$ cat src/rtl/psib_defs.vh
// Purpose: Offsets, field positions, codes and reset values of the
//          status and interrupt register bank.
// Assumes: Byte-wide registers reached by an 8-bit register index.
// Notes:   Definitions only; include by bare name.
`ifndef PSIB_DEFS_VH
`define PSIB_DEFS_VH

// Register offsets
`define PSIB_OFS_IDENT 8'h00
`define PSIB_OFS_REV 8'h01
`define PSIB_OFS_STAT_CT 8'h02
`define PSIB_OFS_STAT_IC 8'h03
`define PSIB_OFS_STAT_TL 8'h04
`define PSIB_OFS_STAT_CL 8'h05
`define PSIB_OFS_EVT_A 8'h06
`define PSIB_OFS_EVT_B 8'h07
`define PSIB_OFS_EVT_C 8'h08
`define PSIB_OFS_EN_A 8'h09

// Fixed identity values (arbitrary, neutral)
`define PSIB_IDENT_VAL 8'h5A
`define PSIB_REV_VAL 8'h11

// Reset values
`define PSIB_RST_BYTE 8'h00
`define PSIB_RST_FIELD 3'h0

// Field positions in the charge/temperature status register
`define PSIB_TEMP_MSB 5
`define PSIB_TEMP_LSB 3
`define PSIB_CHG_MSB 2
`define PSIB_CHG_LSB 0

// Temperature region codes that override the monitor result
`define PSIB_TEMP_NO_THERM 3'h5
`define PSIB_TEMP_DISABLED 3'h6
`define PSIB_TEMP_NO_INPUT 3'h7

// Bits of the second event register
`define PSIB_EVB_ONESHOT 6
`define PSIB_EVB_SW1_TMO 1
`define PSIB_EVB_SW2_TMO 0

// Bits of the second event register that a read does not clear
`define PSIB_EVB_KEEP 8'h40
// Bits that a read does not clear in the other two event registers (none)
`define PSIB_KEEP_NONE 8'h00

`endif

$ cat src/rtl/psib_change_det.v
// Purpose: Hold a status byte and flag each bit that changed.
// Assumes: Inputs synchronous to clk.
// Notes:   Held value resets to zero, so a nonzero input at release
//          shows up as a change in the first cycle after release.
`timescale 1ns/1ps

module psib_change_det #(
	parameter W = 8
) (
	clk,
	reset,
	live,
	held,
	changed
);
	input wire clk;
	input wire reset;
	input wire [W-1:0] live;
	output reg [W-1:0] held;
	output wire [W-1:0] changed;

	// Bits that differ from the last sampled value
	assign changed = live ^ held;

	// Sample the live status every cycle
	always @(posedge clk) begin
		if (reset) begin
			held <= {W{1'b0}};
		end else begin
			held <= live;
		end
	end
endmodule

$ cat src/rtl/psib_event_latch.v
// Purpose: Sticky event bits cleared as a whole by a register read.
// Assumes: clr is a one-cycle read strobe for this register.
// Notes:   A set in the clearing cycle survives; KEEP bits ignore clr.
`timescale 1ns/1ps

module psib_event_latch #(
	parameter W = 8,
	parameter [W-1:0] KEEP = {W{1'b0}}
) (
	clk,
	reset,
	set,
	clr,
	latched
);
	input wire clk;
	input wire reset;
	input wire [W-1:0] set;
	input wire clr;
	output reg [W-1:0] latched;

	// Mask of bits that a read wipes this cycle
	wire [W-1:0] wipe;

	assign wipe = clr ? ~KEEP : {W{1'b0}};

	// Set wins over clear so no event is lost at the read
	always @(posedge clk) begin
		if (reset) begin
			latched <= {W{1'b0}};
		end else begin
			latched <= (latched & ~wipe) | set;
		end
	end
endmodule

$ cat src/rtl/psib_bank.v
// Purpose: Status and interrupt register bank of a power device.
// Assumes: Register port strobes come from the serial control port
//          logic, one cycle each, synchronous to clk.
// Notes:   Read data are registered: valid the cycle after reg_rd.
`timescale 1ns/1ps
`include "psib_defs.vh"

// What this block does
// RULE1: Fixed read-only identity byte at offset zero
// RULE2: Fixed read-only revision byte at offset one
// RULE3: Temperature field shows monitor region, resets zero
// RULE4: Override codes: no thermistor, disabled, no input
// RULE5: Charger state field in bits two to zero
// RULE6: Input limit, overvoltage, valid status bits
// RULE7: Temperature shutdown, regulation, timeout status bits
// RULE8: Charger thermal shutdown and one-shot monitor bits
// RULE9: Linear/switch thermal and second lockout bits
// RULE10: Buck-boost fault, lockout, rail and input limits
// RULE11: Step charge and three buck thermal bits
// RULE12: First event register latches status changes
// RULE13: Reads clear event registers except one-shot bit
// RULE14: Second event register latches bits seven to four
// RULE15: Switch startup timeouts latch bits one, zero
// RULE16: Third event register latches converter status changes
// RULE17: First mask register eight bits, read-write, reset zero
// RULE18: Mask bit zero blocks, one passes
// RULE19: Request raised while any permitted event set
module psib_bank (
	clk,
	reset,
	reg_addr,
	reg_wr,
	reg_wdata,
	reg_rd,
	reg_rdata,
	temp_region,
	no_thermistor,
	thermistor_disabled,
	charger_state,
	input_limit_active,
	input_overvoltage,
	input_valid,
	charge_temp_shutdown,
	charge_temp_regulation,
	charge_timeout,
	charger_thermal_shutdown,
	oneshot_monitor_busy,
	linear_switch_thermal,
	second_linear_lockout,
	buckboost_fault,
	buckboost_lockout,
	sysrail_charge_limit,
	input_collapse_limit,
	step_charge_active,
	buck_one_thermal,
	buck_two_thermal,
	buck_three_thermal,
	switch_one_start_timeout,
	switch_two_start_timeout,
	irq
);
	input wire clk;
	input wire reset;
	// Register port
	input wire [7:0] reg_addr;
	input wire reg_wr;
	input wire [7:0] reg_wdata;
	input wire reg_rd;
	output wire [7:0] reg_rdata;
	// Thermistor monitor result, region code 0..4
	input wire [2:0] temp_region;
	input wire no_thermistor;
	// Thermistor input turned off by configuration
	input wire thermistor_disabled;
	input wire [2:0] charger_state;
	// Input supply and charger conditions
	input wire input_limit_active;
	input wire input_overvoltage;
	input wire input_valid;
	input wire charge_temp_shutdown;
	input wire charge_temp_regulation;
	input wire charge_timeout;
	// Thermal and lockout conditions
	input wire charger_thermal_shutdown;
	input wire oneshot_monitor_busy;
	input wire linear_switch_thermal;
	input wire second_linear_lockout;
	// Converter and limiter conditions
	input wire buckboost_fault;
	input wire buckboost_lockout;
	input wire sysrail_charge_limit;
	input wire input_collapse_limit;
	input wire step_charge_active;
	input wire buck_one_thermal;
	input wire buck_two_thermal;
	input wire buck_three_thermal;
	// One-cycle pulses: a load switch failed to start in time
	input wire switch_one_start_timeout;
	input wire switch_two_start_timeout;
	// Interrupt request, active high level
	output wire irq;

	// Effective temperature region after override codes
	reg [2:0] temp_eff;
	// Live status bytes before sampling
	wire [7:0] live_ct;
	wire [7:0] live_ic;
	wire [7:0] live_tl;
	wire [7:0] live_cl;
	// Sampled status bytes as the host reads them
	wire [7:0] stat_ct;
	wire [7:0] stat_ic;
	wire [7:0] stat_tl;
	wire [7:0] stat_cl;
	// Per-bit change flags
	wire [7:0] chg_ct;
	wire [7:0] chg_ic;
	wire [7:0] chg_tl;
	wire [7:0] chg_cl;
	// Event set vectors for the three event registers
	wire [7:0] set_a;
	wire [7:0] set_b;
	wire [7:0] set_c;
	// Latched event registers
	wire [7:0] evt_a;
	wire [7:0] evt_b;
	wire [7:0] evt_c;
	// Read strobes of each event register
	wire rd_evt_a;
	wire rd_evt_b;
	wire rd_evt_c;
	// Mask register and its next value
	reg [7:0] en_a_ff;
	reg [7:0] nxt_en_a;
	// Read data register and its next value
	reg [7:0] rdata_ff;
	reg [7:0] nxt_rdata;

	// Region code: missing input first, then configuration, then
	// sensor presence; only then does the monitor result show.
	always @* begin
		if (!input_valid) begin
			temp_eff = `PSIB_TEMP_NO_INPUT; // see RULE4
		end else if (thermistor_disabled) begin
			temp_eff = `PSIB_TEMP_DISABLED; // see RULE4
		end else if (no_thermistor) begin
			temp_eff = `PSIB_TEMP_NO_THERM; // see RULE4
		end else begin
			temp_eff = temp_region; // see RULE3
		end
	end

	// Status byte assembly; unused bits read as zero
	assign live_ct = {2'h0, temp_eff, charger_state}; // see RULE5
	assign live_ic = {2'h0, input_limit_active, input_overvoltage,
		input_valid, // see RULE6
		charge_temp_shutdown, charge_temp_regulation,
		charge_timeout}; // see RULE7
	assign live_tl = {charger_thermal_shutdown, oneshot_monitor_busy,
		// see RULE8
		linear_switch_thermal, second_linear_lockout, // see RULE9
		4'h0};
	assign live_cl = {buckboost_fault, buckboost_lockout,
		sysrail_charge_limit, input_collapse_limit, // see RULE10
		step_charge_active, buck_one_thermal, buck_two_thermal,
		buck_three_thermal}; // see RULE11

	// Sampling of each status byte; zero after reset as documented
	psib_change_det #(.W(8)) u_det_ct (
		.clk(clk),
		.reset(reset),
		.live(live_ct),
		.held(stat_ct), // see RULE3
		.changed(chg_ct)
	);

	psib_change_det #(.W(8)) u_det_ic (
		.clk(clk),
		.reset(reset),
		.live(live_ic),
		.held(stat_ic),
		.changed(chg_ic)
	);

	psib_change_det #(.W(8)) u_det_tl (
		.clk(clk),
		.reset(reset),
		.live(live_tl),
		.held(stat_tl),
		.changed(chg_tl)
	);

	psib_change_det #(.W(8)) u_det_cl (
		.clk(clk),
		.reset(reset),
		.live(live_cl),
		.held(stat_cl),
		.changed(chg_cl)
	);

	// First event register: a change anywhere in a field sets its bit
	assign set_a = {
		|chg_ct[`PSIB_TEMP_MSB:`PSIB_TEMP_LSB],
		|chg_ct[`PSIB_CHG_MSB:`PSIB_CHG_LSB],
		chg_ic[5:0]}; // see RULE12

	// Second event register: status changes high, start pulses low
	assign set_b = {chg_tl[7:4], 2'h0,
		switch_one_start_timeout,
		switch_two_start_timeout}; // see RULE14, RULE15

	// Third event register latches converter status changes bit for bit
	assign set_c = chg_cl; // see RULE16

	// A read strobe at an event offset clears that register
	assign rd_evt_a = reg_rd && (reg_addr == `PSIB_OFS_EVT_A);
	assign rd_evt_b = reg_rd && (reg_addr == `PSIB_OFS_EVT_B);
	assign rd_evt_c = reg_rd && (reg_addr == `PSIB_OFS_EVT_C);

	psib_event_latch #(.W(8), .KEEP(`PSIB_KEEP_NONE)) u_evt_a (
		.clk(clk),
		.reset(reset),
		.set(set_a),
		.clr(rd_evt_a), // see RULE13
		.latched(evt_a)
	);

	// The one-shot monitor bit stays set across reads
	psib_event_latch #(.W(8), .KEEP(`PSIB_EVB_KEEP)) u_evt_b (
		.clk(clk),
		.reset(reset),
		.set(set_b),
		.clr(rd_evt_b), // see RULE13
		.latched(evt_b)
	);

	psib_event_latch #(.W(8), .KEEP(`PSIB_KEEP_NONE)) u_evt_c (
		.clk(clk),
		.reset(reset),
		.set(set_c),
		.clr(rd_evt_c), // see RULE13
		.latched(evt_c)
	);

	// Mask register: only its own offset is writable
	always @* begin
		nxt_en_a = en_a_ff;
		if (reg_wr && (reg_addr == `PSIB_OFS_EN_A)) begin
			nxt_en_a = reg_wdata; // see RULE17
		end
	end

	// Mask register storage, all bits blocked after reset
	always @(posedge clk) begin
		if (reset) begin
			en_a_ff <= `PSIB_RST_BYTE; // see RULE17
		end else begin
			en_a_ff <= nxt_en_a;
		end
	end

	// Read multiplexer; writes to read-only offsets are dropped
	// because nothing else decodes reg_wr
	always @* begin
		nxt_rdata = rdata_ff;
		if (reg_rd) begin
			case (reg_addr)
				`PSIB_OFS_IDENT: begin
					nxt_rdata = `PSIB_IDENT_VAL; // see RULE1
				end
				`PSIB_OFS_REV: begin
					nxt_rdata = `PSIB_REV_VAL; // see RULE2
				end
				`PSIB_OFS_STAT_CT: begin
					nxt_rdata = stat_ct;
				end
				`PSIB_OFS_STAT_IC: begin
					nxt_rdata = stat_ic;
				end
				`PSIB_OFS_STAT_TL: begin
					nxt_rdata = stat_tl;
				end
				`PSIB_OFS_STAT_CL: begin
					nxt_rdata = stat_cl;
				end
				// Event values are captured before the clear lands
				`PSIB_OFS_EVT_A: begin
					nxt_rdata = evt_a;
				end
				`PSIB_OFS_EVT_B: begin
					nxt_rdata = evt_b;
				end
				`PSIB_OFS_EVT_C: begin
					nxt_rdata = evt_c;
				end
				`PSIB_OFS_EN_A: begin
					nxt_rdata = en_a_ff; // see RULE17
				end
				// Unmapped offsets read as zero
				default: begin
					nxt_rdata = `PSIB_RST_BYTE;
				end
			endcase
		end
	end

	// Read data holds until the next read
	always @(posedge clk) begin
		if (reset) begin
			rdata_ff <= `PSIB_RST_BYTE;
		end else begin
			rdata_ff <= nxt_rdata;
		end
	end

	assign reg_rdata = rdata_ff;

	// Request: masked first register plus the other two, whose masks
	// live outside this bank and so count as open here
	assign irq = (|(evt_a & en_a_ff)) // see RULE18, RULE19
		| (|evt_b) | (|evt_c); // see RULE19
endmodule

$ cat config.mk
export PLATFORM = sky130hd
export DESIGN_NAME = psib_bank
export DESIGN_NICKNAME = d
export VERILOG_FILES = /design/src/rtl/psib_change_det.v /design/src/rtl/psib_event_latch.v /design/src/rtl/psib_bank.v
export VERILOG_INCLUDE_DIRS = /design/src /design/src/rtl
export SDC_FILE = /design/constraint.sdc
export NUM_CORES = 1
export LEC_CHECK = 0
export ABC_AREA = 1
export CORE_MARGIN = 3
export CORE_UTILIZATION = 32
export DETAILED_ROUTE_END_ITERATION = 8
export DONT_BUFFER_PORTS = 1
export GPL_ROUTABILITY_DRIVEN = 0
export GPL_TIMING_DRIVEN = 0
export PLACE_DENSITY_LB_ADDON = 0.12
export SETUP_SLACK_MARGIN = 0.15
export SLEW_MARGIN = 10
export SYNTH_ARGS = -nofsm -noshare
export SYNTH_HDL_FRONTEND = slang
export SYNTH_SLANG_ARGS = --single-unit
$ cat constraint.sdc
create_clock -name clk -period 1.4 [get_ports clk]
set_input_delay 0.14 -clock clk [delete_from_list [all_inputs] [get_ports clk]]
set_output_delay 0.14 -clock clk [all_outputs]
set_load 0.01 [all_outputs]
# Word-level counts from Yosys, hierarchy flattened
# Cells that the tools add are included.
# totals
output_inout_bits,9
inputBits,48
reg_bits,68
elab_cells,52
# classes
n_reduce_logical,10
bitwise,16
eq_ne,9
mux,7
# ops
cell,n
8-bit one-hot mux with 10 select lines,1
8-bit bitwise AND,4
"8-bit by 3-bit == test with 1-bit output, second input constant",4
8-bit two-way mux,3
8-bit NOT,3
8-bit bitwise OR,3
8-bit OR reduction,3
"8-bit by 2-bit == test with 1-bit output, second input constant",2
"8-bit by 4-bit == test with 1-bit output, second input constant",2
8-bit bitwise XOR,2
6-bit bitwise XOR,2
3-bit two-way mux,3
"8-bit by 1-bit == test with 1-bit output, second input constant",1
8-bit zero test,1
3-bit OR reduction,2
1-bit logical AND,4
1-bit bitwise OR,2

# Longest topological paths before layout
# Gate-level depths: netlist of the first run.
# logic_depth
ltp_word,6
mapped_depth,10
depth_no_buf,9

# By module
# From an unflattened synthesis of the first run, not the netlist that was laid out.
# hier_totals
cells_unflattened,593
area_unflattened_um2,3842.4
# by_module_without_submodules
mod,area_each_um2,cells_each,instances,seq_area_each_um2
psib_bank,1554.0,264,1,320.3
psib_change_det,371.6,57,4,160.2
psib_event_latch at u_evt_a ...,269.0,34,2,160.2
psib_event_latch at u_evt_b,264.0,33,1,160.2

# Worst setup path after synthesis of the first run
# OpenSTA, ideal clock, no wires.
# synth_timing
path_type,input -> register
startpoint,in reg_addr[4]
endpoint,reg u_evt_b.latched[0]
slack_ns,0.278
required_time_ns,1.272
t_arrival_ns,0.994
path_stages,7
path_buffers,1
setup_time_ns,0.128
cell_sequence,inv_1 -> nand2_1 -> nor2_8 -> buf_4 -> nand3_1 -> a21oi_1 -> nor2_1
# synth_between
elab_chain_len,6
# synth_rtl
item,line_no,text
start: declaration,psib_bank.v:65,input wire [7:0] reg_addr;
8-bit by 3-bit == test with 1-bit output,--,
1-bit logical AND,psib_bank.v:217,assign rd_evt_b = reg_rd && (reg_addr == `PSIB_OFS_EVT_B);
8-bit two-way mux,psib_event_latch.v:25,assign wipe = clr ? ~KEEP : {W{1'b0}};
8-bit NOT,psib_event_latch.v:32,latched <= (latched & ~wipe) | set;
8-bit bitwise AND,psib_event_latch.v:32,
8-bit bitwise OR,psib_event_latch.v:32,
end signal: assignment,psib_event_latch.v:30,latched <= {W{1'b0}};
end signal: assignment,psib_event_latch.v:32,
end: declaration,psib_event_latch.v:20,output reg [W-1:0] latched;
# Every way passes these cells.
# A chain may end at the register's enable or synchronous reset.

# Worst setup path after layout of the first run
# layout_timing
startpoint,reg u_evt_a.latched[3]
endpoint,out irq
# layout_between
elab_chain_len,4
# layout_rtl
item,line_no,text
start: declaration,psib_event_latch.v:20,
start signal: assignment,psib_event_latch.v:30,
start signal: assignment,psib_event_latch.v:32,
8-bit bitwise AND,psib_bank.v:320,assign irq = (|(evt_a & en_a_ff))
8-bit OR reduction,psib_bank.v:320,
1-bit bitwise OR (2 in series),psib_bank.v:321,| (|evt_b) | (|evt_c);
end: declaration,psib_bank.v:101,output wire irq;
# Every way passes these cells.

==> impl_results.md, run 1 <==
* Outcome: finished with violations
* Violated checks: setup timing
* Final hold viol count at 0
* N_diodes at 0
* Post-synthesis mux area share at 0
* Crit path buffers/inverters at 1
* Post-route cell area at 3690 µm²
* Power per cell area at 1060 nW/µm²
* Die Ht at 102 µm
* Share of cells above drive strength 1 at 0.125
* Mean area per synthesized cell at 7.09 µm²
* CP Depth at 4
* Net Count, Synth at about 470
* Area of the multi-input gates at roughly 1400 µm²
* # port buffers at 0
* Largest net degree at the start of global routing at 11
* Req. time, crit path at 1260 ps
* TritonRoute pass-1 iters at 5
* Final hold slack at between 10 and 15 ps
* Leading area contributor after synthesis: dfxtp_1
* Clk_lat worst skew at between 300 and 400 ps
* Asr flop ratio synth at 0
* Critical path fanouts, max at 2
* YS warnings at 0
* Leak at 1.62 nW
* Layout Area Growth over Synthesis at 24.0%
* Number of enable flip-flop cells after synthesis at 0
* Worst setup SP type: flop
* Top post-synthesis cells by count: nand2_1 (68), dfxtp_1 (64), inv_1 (63), nor2_1 (52), nand3_1 (45)
* Crit-path cells: inv_2, o22ai_2, nor4_2, nand4_1
* Io pins at 57
* Clk sinks at between 60 and 70
* Main synth FF type: dfxtp_1
* Min-delay worst type: primary input to flop
* Max Slew Vio Count at 0
* CTS Buf Count at 9
* Synth Area in Compound Gates at 0.120
* Cell family with most CP delay: simple AND/OR/NAND/NOR gates
* Max Root-Sink Buffers at 2
* CP arrival at 1310 ps
* Tmin final at 1450 ps
* Library cells used by synthesis at 24
* DR DRC count at 0
* Worst Skew at 6.91 ps
* Average vias per placed instance at slightly below 5
* Vias at ~2800
* Fin crit share at 1.04
* #FFs+latches synth at 64
* Cell depth of the worst flop-to-flop path at 6
* Adder-cell share of the synthesized area at 0
* CTS clock-pin slew for the worst setup and hold paths at 70 ps
* Post-Syn Instances at 420
* Clock root cell: clkbuf_8
* Filler cell count at 931
* Reg area at 1290 µm²
* H-tree depth at 3
* Nets at between 500 and 600
* First-pass GRT wire length at 14000 µm
* Highest Clock Rate at 0.689 GHz
* Chip width at 102 µm
* Post-Synth Simple-Gate Area at 0.271
* Peak supply drop at roughly 0.00042 V
* ANT nets after route at 0
* Crit-path slowest cell: dfxtp_2
* Inst Count DP at 528
* HPWL Detailed at 6610 µm
* Post-DP Area at 3110 µm²
* Setup TNS at -51.7 ps
* Std cell rows at 34
* Wire per inst at 15.0 µm
* Seq/Total Area, Yosys at 0.430
* CTS tree: yes
* Dpl ws at -2.87 ps
* Critical path type: flop to primary output
* Post-route setup slack at -51.7 ps
* Max-cap viol count at 0
* Die area at between 10000 and 15000 µm²
* Final Non-Filler Cells at about 580
* Post-synth top area share at 0.430
* Final core utilization at 0.415
* Core area at 8890 µm²
* Final WL at 8700 µm
* Max stage delay on crit path at 330 ps
* Power Total at 3.92 mW
* RSZ-0062 raised after global routing: true
* Mapped Area at 2980 µm²
* Area contributors post-synth: dfxtp_1 (43%), nand2_1 (8.6%), inv_1 (7.9%)
* Slew HR at 0.627
* Grt total ovfl at 0
* Hold depth at 2
* Starting Density at 0.335
* Top-count cell post-synth: nand2_1
* Number of global-route vias before repair at 2710
* 1st-iter DRT viols at 157
* Initial antenna violation count at 0
* CP endpoint kind: primary output
* Synth Area in XOR/XNOR at 0.0676
* Final setup violation count at 1
* Worst Tran Pin Value at 559 ps
* Overall Global Routing Usage at 0.177
* Largest family of logic cells by synthesized area: simple AND/OR/NAND/NOR gates
-- cells in the final DEF, fill, tap and decap left out, types with 3 or more instances in the layout --
master,synthesis,final
inv_1,63,54
nand2_2,4,5
nand2_1,68,67
nand3_1,45,45
dfxtp_1,64,57
clkbuf_8,0,9
clkbuf_1,7,10
dfxtp_2,0,6
clkinv_2,0,3
nor2_1,52,50
o21ai_0,13,12
nor2_2,3,4
o21ai_1,14,14
xnor2_1,21,21
inv_2,5,14
a21oi_1,39,39
nand4_1,3,3
dlygate4sd3_1,0,32
buf_4,2,3
-- layout make-up --
type                    count  share of cell area
plain buffers              13              0.0200
well taps                 108              0.0366
clock inverters             4              0.0122
inverters                  68              0.0691
multi-input cells         275               0.380
clock buffers              12              0.0366
repair buffers             35              0.0956
flip-flops and latches     64               0.350
-- registers in the layout, indices dropped and copies added (netlist names) --
| signal | cells |
|---|---|
| en_a_ff | 8 |
| reg_rdata | 8 |
| u_det_cl.held | 8 |
| u_det_ct.held | 6 |
| u_det_ic.held | 6 |
| u_det_tl.held | 4 |
| u_evt_a.latched | 8 |
| u_evt_b.latched | 8 |
| u_evt_c.latched | 8 |
-- repair_timing --
action	CTS	global route
hold endpoints to repair	49	0
setup endpoints to repair	1	3
resized for setup	13	15
buffers inserted	1	0
pin swaps	2	5
hold buffers	34	0
gates cloned	0	0
-- path summary, 6_finish.rpt --
| check | from | endpoint | slack [ps] |
|---|---|---|---|
| setup / recovery | u_evt_a.latched[3] | irq | -50 |
| hold / removal | reg_wdata[2] | en_a_ff[2] | 10 |
| setup reg to reg | u_det_ic.held[0] | reg_rdata[0] | 310 |
| hold reg to reg | u_evt_c.latched[0] | u_evt_c.latched[0] | 470 |
-- logic make-up after synthesis --
logic type,after synthesis
XOR/XNOR,23
flip-flops,64
AND/OR/NAND/NOR,182
AO/OA/AOI/OAI,70
buffers and inverters,81
-- worst reg2reg max path, delay by kind of cell, from the launching register on --
| family | cells | cell delay, ps |
|---|---|---|
| AND/OR/NAND/NOR | 3 | 240 |
| AO/OA/AOI/OAI | 3 | 420 |
| flip-flops | 1 | 320 |
-- report_power, final --
part | switching (mW) | internal [mW] | total (mW) | leakage (nW)
Combinational | 0.229 | 0.194 | 0.423 | 0.991
Sequential | 0.0717 | 1.92 | 1.99 | 0.533
Clock | 0.690 | 0.815 | 1.50 | 0.0941
-- metal layers --
layer	global-route usage	up-vias	wire (µm)
met2	0.278	94	3990
met3	0.0628	10	643
li1	-	1416	-
met1	0.233	1262	3980
met5	0	-	0
met4	0.0404	0	84
(Power assumes the default switching activity.)
==> run 2, diff against run 1 <==
- GPL_TIMING_DRIVEN: 0 -> default
==> run 2 against run 1 <==
- the run still ends with setup timing left
- register-to-register slack improved by 30 ps
- critical path type unchanged
- global-route usage decreased by 1.2 points
- non-clock buffer count decreased by 4
- clock skew increased by 3.2 ps
==> impl_results.md, run 2 (synthesis results as in run 1) <==
* Outcome: finished with violations
* Violated checks: setup timing
* Die Ht at around 100 µm
* Die area at 10500 µm²
* Crit-path slowest cell: dfxtp_4
* Switching power at 1.01 mW
* Overall Global Routing Usage at 0.165
* Cell depth of the worst flop-to-flop path at 6
* Grt total ovfl at 0
* Clk_lat worst skew at 350 ps
* Clock root cell: clkbuf_8
* Hold depth at 2
* Setup TNS at -35.9 ps
* Cell family with most CP delay: simple AND/OR/NAND/NOR gates
* Req. time, crit path at 1260 ps
* Worst Skew at 10.1 ps
* CP Depth at 4
* Highest Clock Rate at around 0.70 GHz
* CTS clock-pin slew for the worst setup and hold paths at approximately 70 ps
* Tmin final at 1440 ps
* Power Total at ~4.4 mW
* Max-cap viol count at 0
* Slew HR at 0.677
* Final WL at 8210 µm
* Nets at 510
* Pint at 3.36 mW
* Clk sinks at 64
* Chip width at 102 µm
* RSZ-0062 raised after global routing: true
* Sw Ratio at 0.231
* Filler cell count at 955
* Most common cell after layout, fill and taps aside: nand2_1
* Min-delay worst type: primary input to flop
* WL met1 at 3820 µm
* Layout Area Growth over Synthesis at 26.1%
* Crit path buffers/inverters at 0
* Post-route cell area at approximately 3800 µm²
* Post-DP Area at 3080 µm²
* Max Root-Sink Buffers at 2
* Core area at just under 9000 µm²
* Worst setup SP type: flop
* Share of cells above drive strength 1 at 0.111
* HPWL Detailed at just over 6000 µm
* Io pins at 57
* H-tree depth at 3
* Final setup violation count at 1
* Post-route setup slack at -35.9 ps
* Number of global-route vias before repair at between 2000 and 3000
* Worst Tran Pin Value at 482 ps
* Max stage delay on crit path at 360 ps
* Clk pwr share at 0.448
* Max Slew Vio Count at 0
* Starting Density at 0.335
* Area of the multi-input gates at 1380 µm²
* Largest net degree at the start of global routing at a little under 50
* TritonRoute pass-1 iters at 4
* Reg area at 1290 µm²
* Power per cell area at ~1200 nW/µm²
* CP endpoint kind: primary output
* First-pass GRT wire length at 13000 µm
* N_diodes at 0
* CP arrival at 1300 ps
* Leak at 1.65 nW
* Critical path type: flop to primary output
* Critical path fanouts, max at 3
* DR DRC count at 0
* Std cell rows at 34
* CTS Buf Count at 9
* Initial antenna violation count at 0
* Inst Count DP at 519
* Flop pwr share at 0.456
* CTS tree: yes
* Fin crit share at 1.03
* Highest routed layer: met4
* # port buffers at 0
* Final hold slack at 14.0 ps
* Wire per inst at 14.3 µm
* Peak supply drop at 0.000586 V
* Met2 wire len at 3700 µm
* ANT nets after route at 0
* Crit-path cells: nand2_2, o21ai_1, nor4_1, nand4_1
* Most frequent cells in the layout: nand2_1 (67), dfxtp_1 (59), inv_1 (55)
* 1st-iter DRT viols at 103
* WL met3 at 515 µm
* Final hold viol count at 0
* Final Non-Filler Cells at 575
* Combinational share of power at 0.096
* Average vias per placed instance at 4.70
* Vias at around 2700
==> run 2: final timing paths <==
kind | from | endpoint | slack [ps]
setup reg to reg | u_det_ic.held[0] | reg_rdata[0] | 340
setup / recovery | u_evt_a.latched[4] | irq | -40
hold reg to reg | u_evt_c.latched[4] | u_evt_c.latched[4] | 460
hold / removal | reg_wdata[3] | en_a_ff[3] | 10
==> run 2: final cells by class <==
type / instances / area share
flip-flops and latches: 64 / 0.343
clock buffers: 11 / 0.0376
inverters: 68 / 0.0680
multi-input cells: 275 / 0.367
clock inverters: 5 / 0.0276
well taps: 108 / 0.0360
repair buffers: 44 / 0.121
==> run 2: worst reg2reg max path, stage by stage, from the launching register on <==
cell and delay, ps:
dfxtp_1 320, o21ai_0 200, o21ai_1 110, nor2_1 130, nand2_1 70, nand2_1 70, a21oi_1 60
==> run 2: repair_timing <==
| item | CTS | global route |
|---|---|---|
| hold endpoints to repair | 58 | 0 |
| gates resized for setup | 6 | 13 |
| hold buffers | 39 | 0 |
| setup buffers | 1 | 0 |
| pin swaps | 2 | 2 |
| endpoints found under the setup margin | 1 | 2 |
==> run 2: through the flow <==
stage,utilization,setup slack (ps)
6_report,0.422,-35.9
5_1_grt,0.422,-125
4_1_cts,0.420,-102
3_5_place_dp,0.347,32.9
3_3_place_gp,0.347,72.3
2_1_floorplan,-,278
==> run 2: power groups by stage <==
stage,clock (mW),combinational (mW),sequential (mW)
after CTS,2.01,0.419,1.99
after global routing,2.10,0.472,2.00
after floorplan,0,0.258,2.01
final,1.95,0.418,1.99
after detailed placement,0,0.288,2.03
after global placement,0,0.287,2.03
==> run 2: layer usage <==
| layer | vias to the layer above | track usage |
|---|---|---|
| met3 | 17 | 0.0532 |
| met5 | - | 0 |
| li1 | 1409 | - |
| met1 | 1201 | 0.219 |
| met4 | 0 | 0.0666 |
| met2 | 75 | 0.247 |
==> run 3, diff against run 2 <==
- SETUP_SLACK_MARGIN: 0.15 -> 0.3
==> run 3 against run 2 <==
- the run still ends with setup timing left
- utilization grew 0.61 points
- total power shrank 12%
- combinational power grew 5.3%
- global-route usage grew 0.36 points
- count of clock-buffer cells in the layout shrank 2
- final cell count grew 1.0%
- via count grew 1.6%
- maximum frequency shrank 0.85%
- sequential cell count is the same
- clock skew shrank 4.8 ps
- worst setup slack lost 12 ps
- hold slack gained 4.8 ps
- critical path type unchanged
- critical endpoint unchanged
- largest cell class unchanged
==> impl_results.md, run 3 (synthesis results as in run 1) <==
* Tmin final at 1450 ps
* Initial antenna violation count at 0
* Core area at about 9000 µm²
* Critical path fanouts, max at 2
* Post-route setup slack at -48.2 ps
* Die area at 10500 µm²
* Clk pwr share at 0.364
* Final core utilization at 0.429
* RSZ-0062 raised after global routing: true
* Peak supply drop at 0.000523 V
* Fin crit share at 1.03
* CTS Buf Count at 9
* Min-delay worst type: primary input to flop
* Filler cell count at 954
* First-pass GRT wire length at 13400 µm
* CP endpoint kind: primary output
* Crit path launch: u_evt_a.latched[1]
* Worst R2R Start: u_evt_a.latched[4]
* Combinational share of power at 0.115
* CP endpoint: irq
* Clk_lat worst skew at 350 ps
* Flop pwr share at 0.521
* Worst Tran Pin Value at 385 ps
* Slew HR at 0.743
* Worst Skew at 5.33 ps
* Violated checks: setup timing
* Wire per inst at roughly 15 µm
* Critical path type: flop to primary output
* Max Slew Vio Count at 0
* Leak at 1.68 nW
* Cell depth of the worst flop-to-flop path at 7
* Max-cap viol count at 0
* Number of global-route vias before repair at 2763
* Die Ht at slightly above 100 µm
* Nets at just over 500
* Switching power at ~1.0 mW
* Final hold viol count at 0
* Power per cell area at 1000 nW/µm²
* Io pins at 57
* Worst setup SP type: flop
* ANT nets after route at 0
* DR DRC count at 0
* Clock root cell: clkbuf_8
* Outcome: finished with violations
* Highest Clock Rate at roughly 0.69 GHz
* Most common cell after layout, fill and taps aside: nand2_1
* Chip width at 102 µm
* # port buffers at 0
* Max Root-Sink Buffers at 2
* TritonRoute pass-1 iters at 4
* Final WL at 8440 µm
* Most frequent cells in the layout: nand2_1 (66), dfxtp_1 (60), inv_1 (51)
* CTS clock-pin slew for the worst setup and hold paths at 80 ps
* Sw Ratio at 0.273
* Std cell rows at 34
* CTS tree: yes
* Pint at around 2.8 mW
* H-tree depth at 3
* CP arrival at 1310 ps
* Post-DP Area at 3090 µm²
* Post-route cell area at between 3000 and 4000 µm²
* N_diodes at 0
* Grt total ovfl at 0
* Clk sinks at 64
* Overall Global Routing Usage at 0.169
* Req. time, crit path at 1260 ps
* Starting Density at 0.335
* Worst reg2reg setup slack at 370 ps
* Largest net degree at the start of global routing at 40
* HPWL Detailed at between 6000 and 7000 µm
* Post-CTS Setup Inserts at 0
* Average vias per placed instance at 4.72
* Reg-to-reg endpoint: reg_rdata[4]
* Share of cells above drive strength 1 at 0.140
* Layout Area Growth over Synthesis at 27.9%
* Final setup violation count at 1
* 1st-iter DRT viols at 69
* Vias at 2744
[run 3: worst min-delay path by stage]
stage               slack (ps)           startpoint                  to  depth (start not counted)
global placement           220                reset        reg_rdata[0]                          1
floorplan                  240          input_valid    u_det_ct.held[3]                          1
global route                50         reg_wdata[3]          en_a_ff[3]                          2
CTS                        -10  thermistor_disabled    u_det_ct.held[5]                          2
finish                      20         reg_wdata[3]          en_a_ff[3]                          2
detailed placement         220                reset  u_evt_b.latched[4]                          1
[run 3: power by group through the flow]
stage	Clock, mW	Combinational, mW	Sequential (mW)
floorplan	0	0.259	2.01
global placement	0	0.290	2.03
detailed placement	0	0.293	2.03
CTS	1.45	0.427	1.99
global route	1.53	0.491	2.00
finish	1.39	0.440	1.99
[run 3: worst max-delay path: stages, from the launching register on]
cell     delay, ps
dfxtp_2        330
inv_2           80
o22ai_2         80
nor4_2         260
nand4_1        210
[run 3: timing repair]
| action | in CTS | in global routing |
|---|---|---|
| hold buffers | 44 | 1 |
| pin swaps | 2 | 11 |
| setup endpoints to repair | 1 | 6 |
| endpoints found under the hold margin | 59 | 2 |
| resized for setup | 9 | 30 |
[run 3: metrics by stage]
| step | setup TNS (ps) | instances | worst slack (ps) | power, mW | hold WS [ps] |
|---|---|---|---|---|---|
| after global placement | 0 | 520 | 66.9 | 2.32 | 217 |
| after CTS | -86.2 | 580 | -86.2 | 3.86 | -10.3 |
| final | -48.2 | 581 | -48.2 | 3.82 | 18.9 |
| after detailed placement | 0 | 520 | 70.0 | 2.32 | 218 |
| after floorplan | 0 | 420 | 305 | 2.26 | 236 |
| after global routing | -130 | 581 | -130 | 4.02 | 47.4 |
[run 3: cell type report]
type                       count  area [µm²]  area share
clock inverter                 7        48.8      0.0128
inverter                      68         255      0.0670
clock buffer                   9         124      0.0325
timing repair buffer          50         524       0.138
multi-input combinational    275        1440       0.377
sequential                    64        1290       0.338
tap                          108         135      0.0355
[run 3: routing by layer]
| metal | track usage | up-vias | wire length, µm |
|---|---|---|---|
| li1 | - | 1427 | - |
| met1 | 0.203 | 1236 | 3750 |
| met2 | 0.280 | 68 | 4020 |
| met3 | 0.0539 | 13 | 536 |
| met4 | 0.0636 | 0 | 131 |
| met5 | 0 | - | 0 |
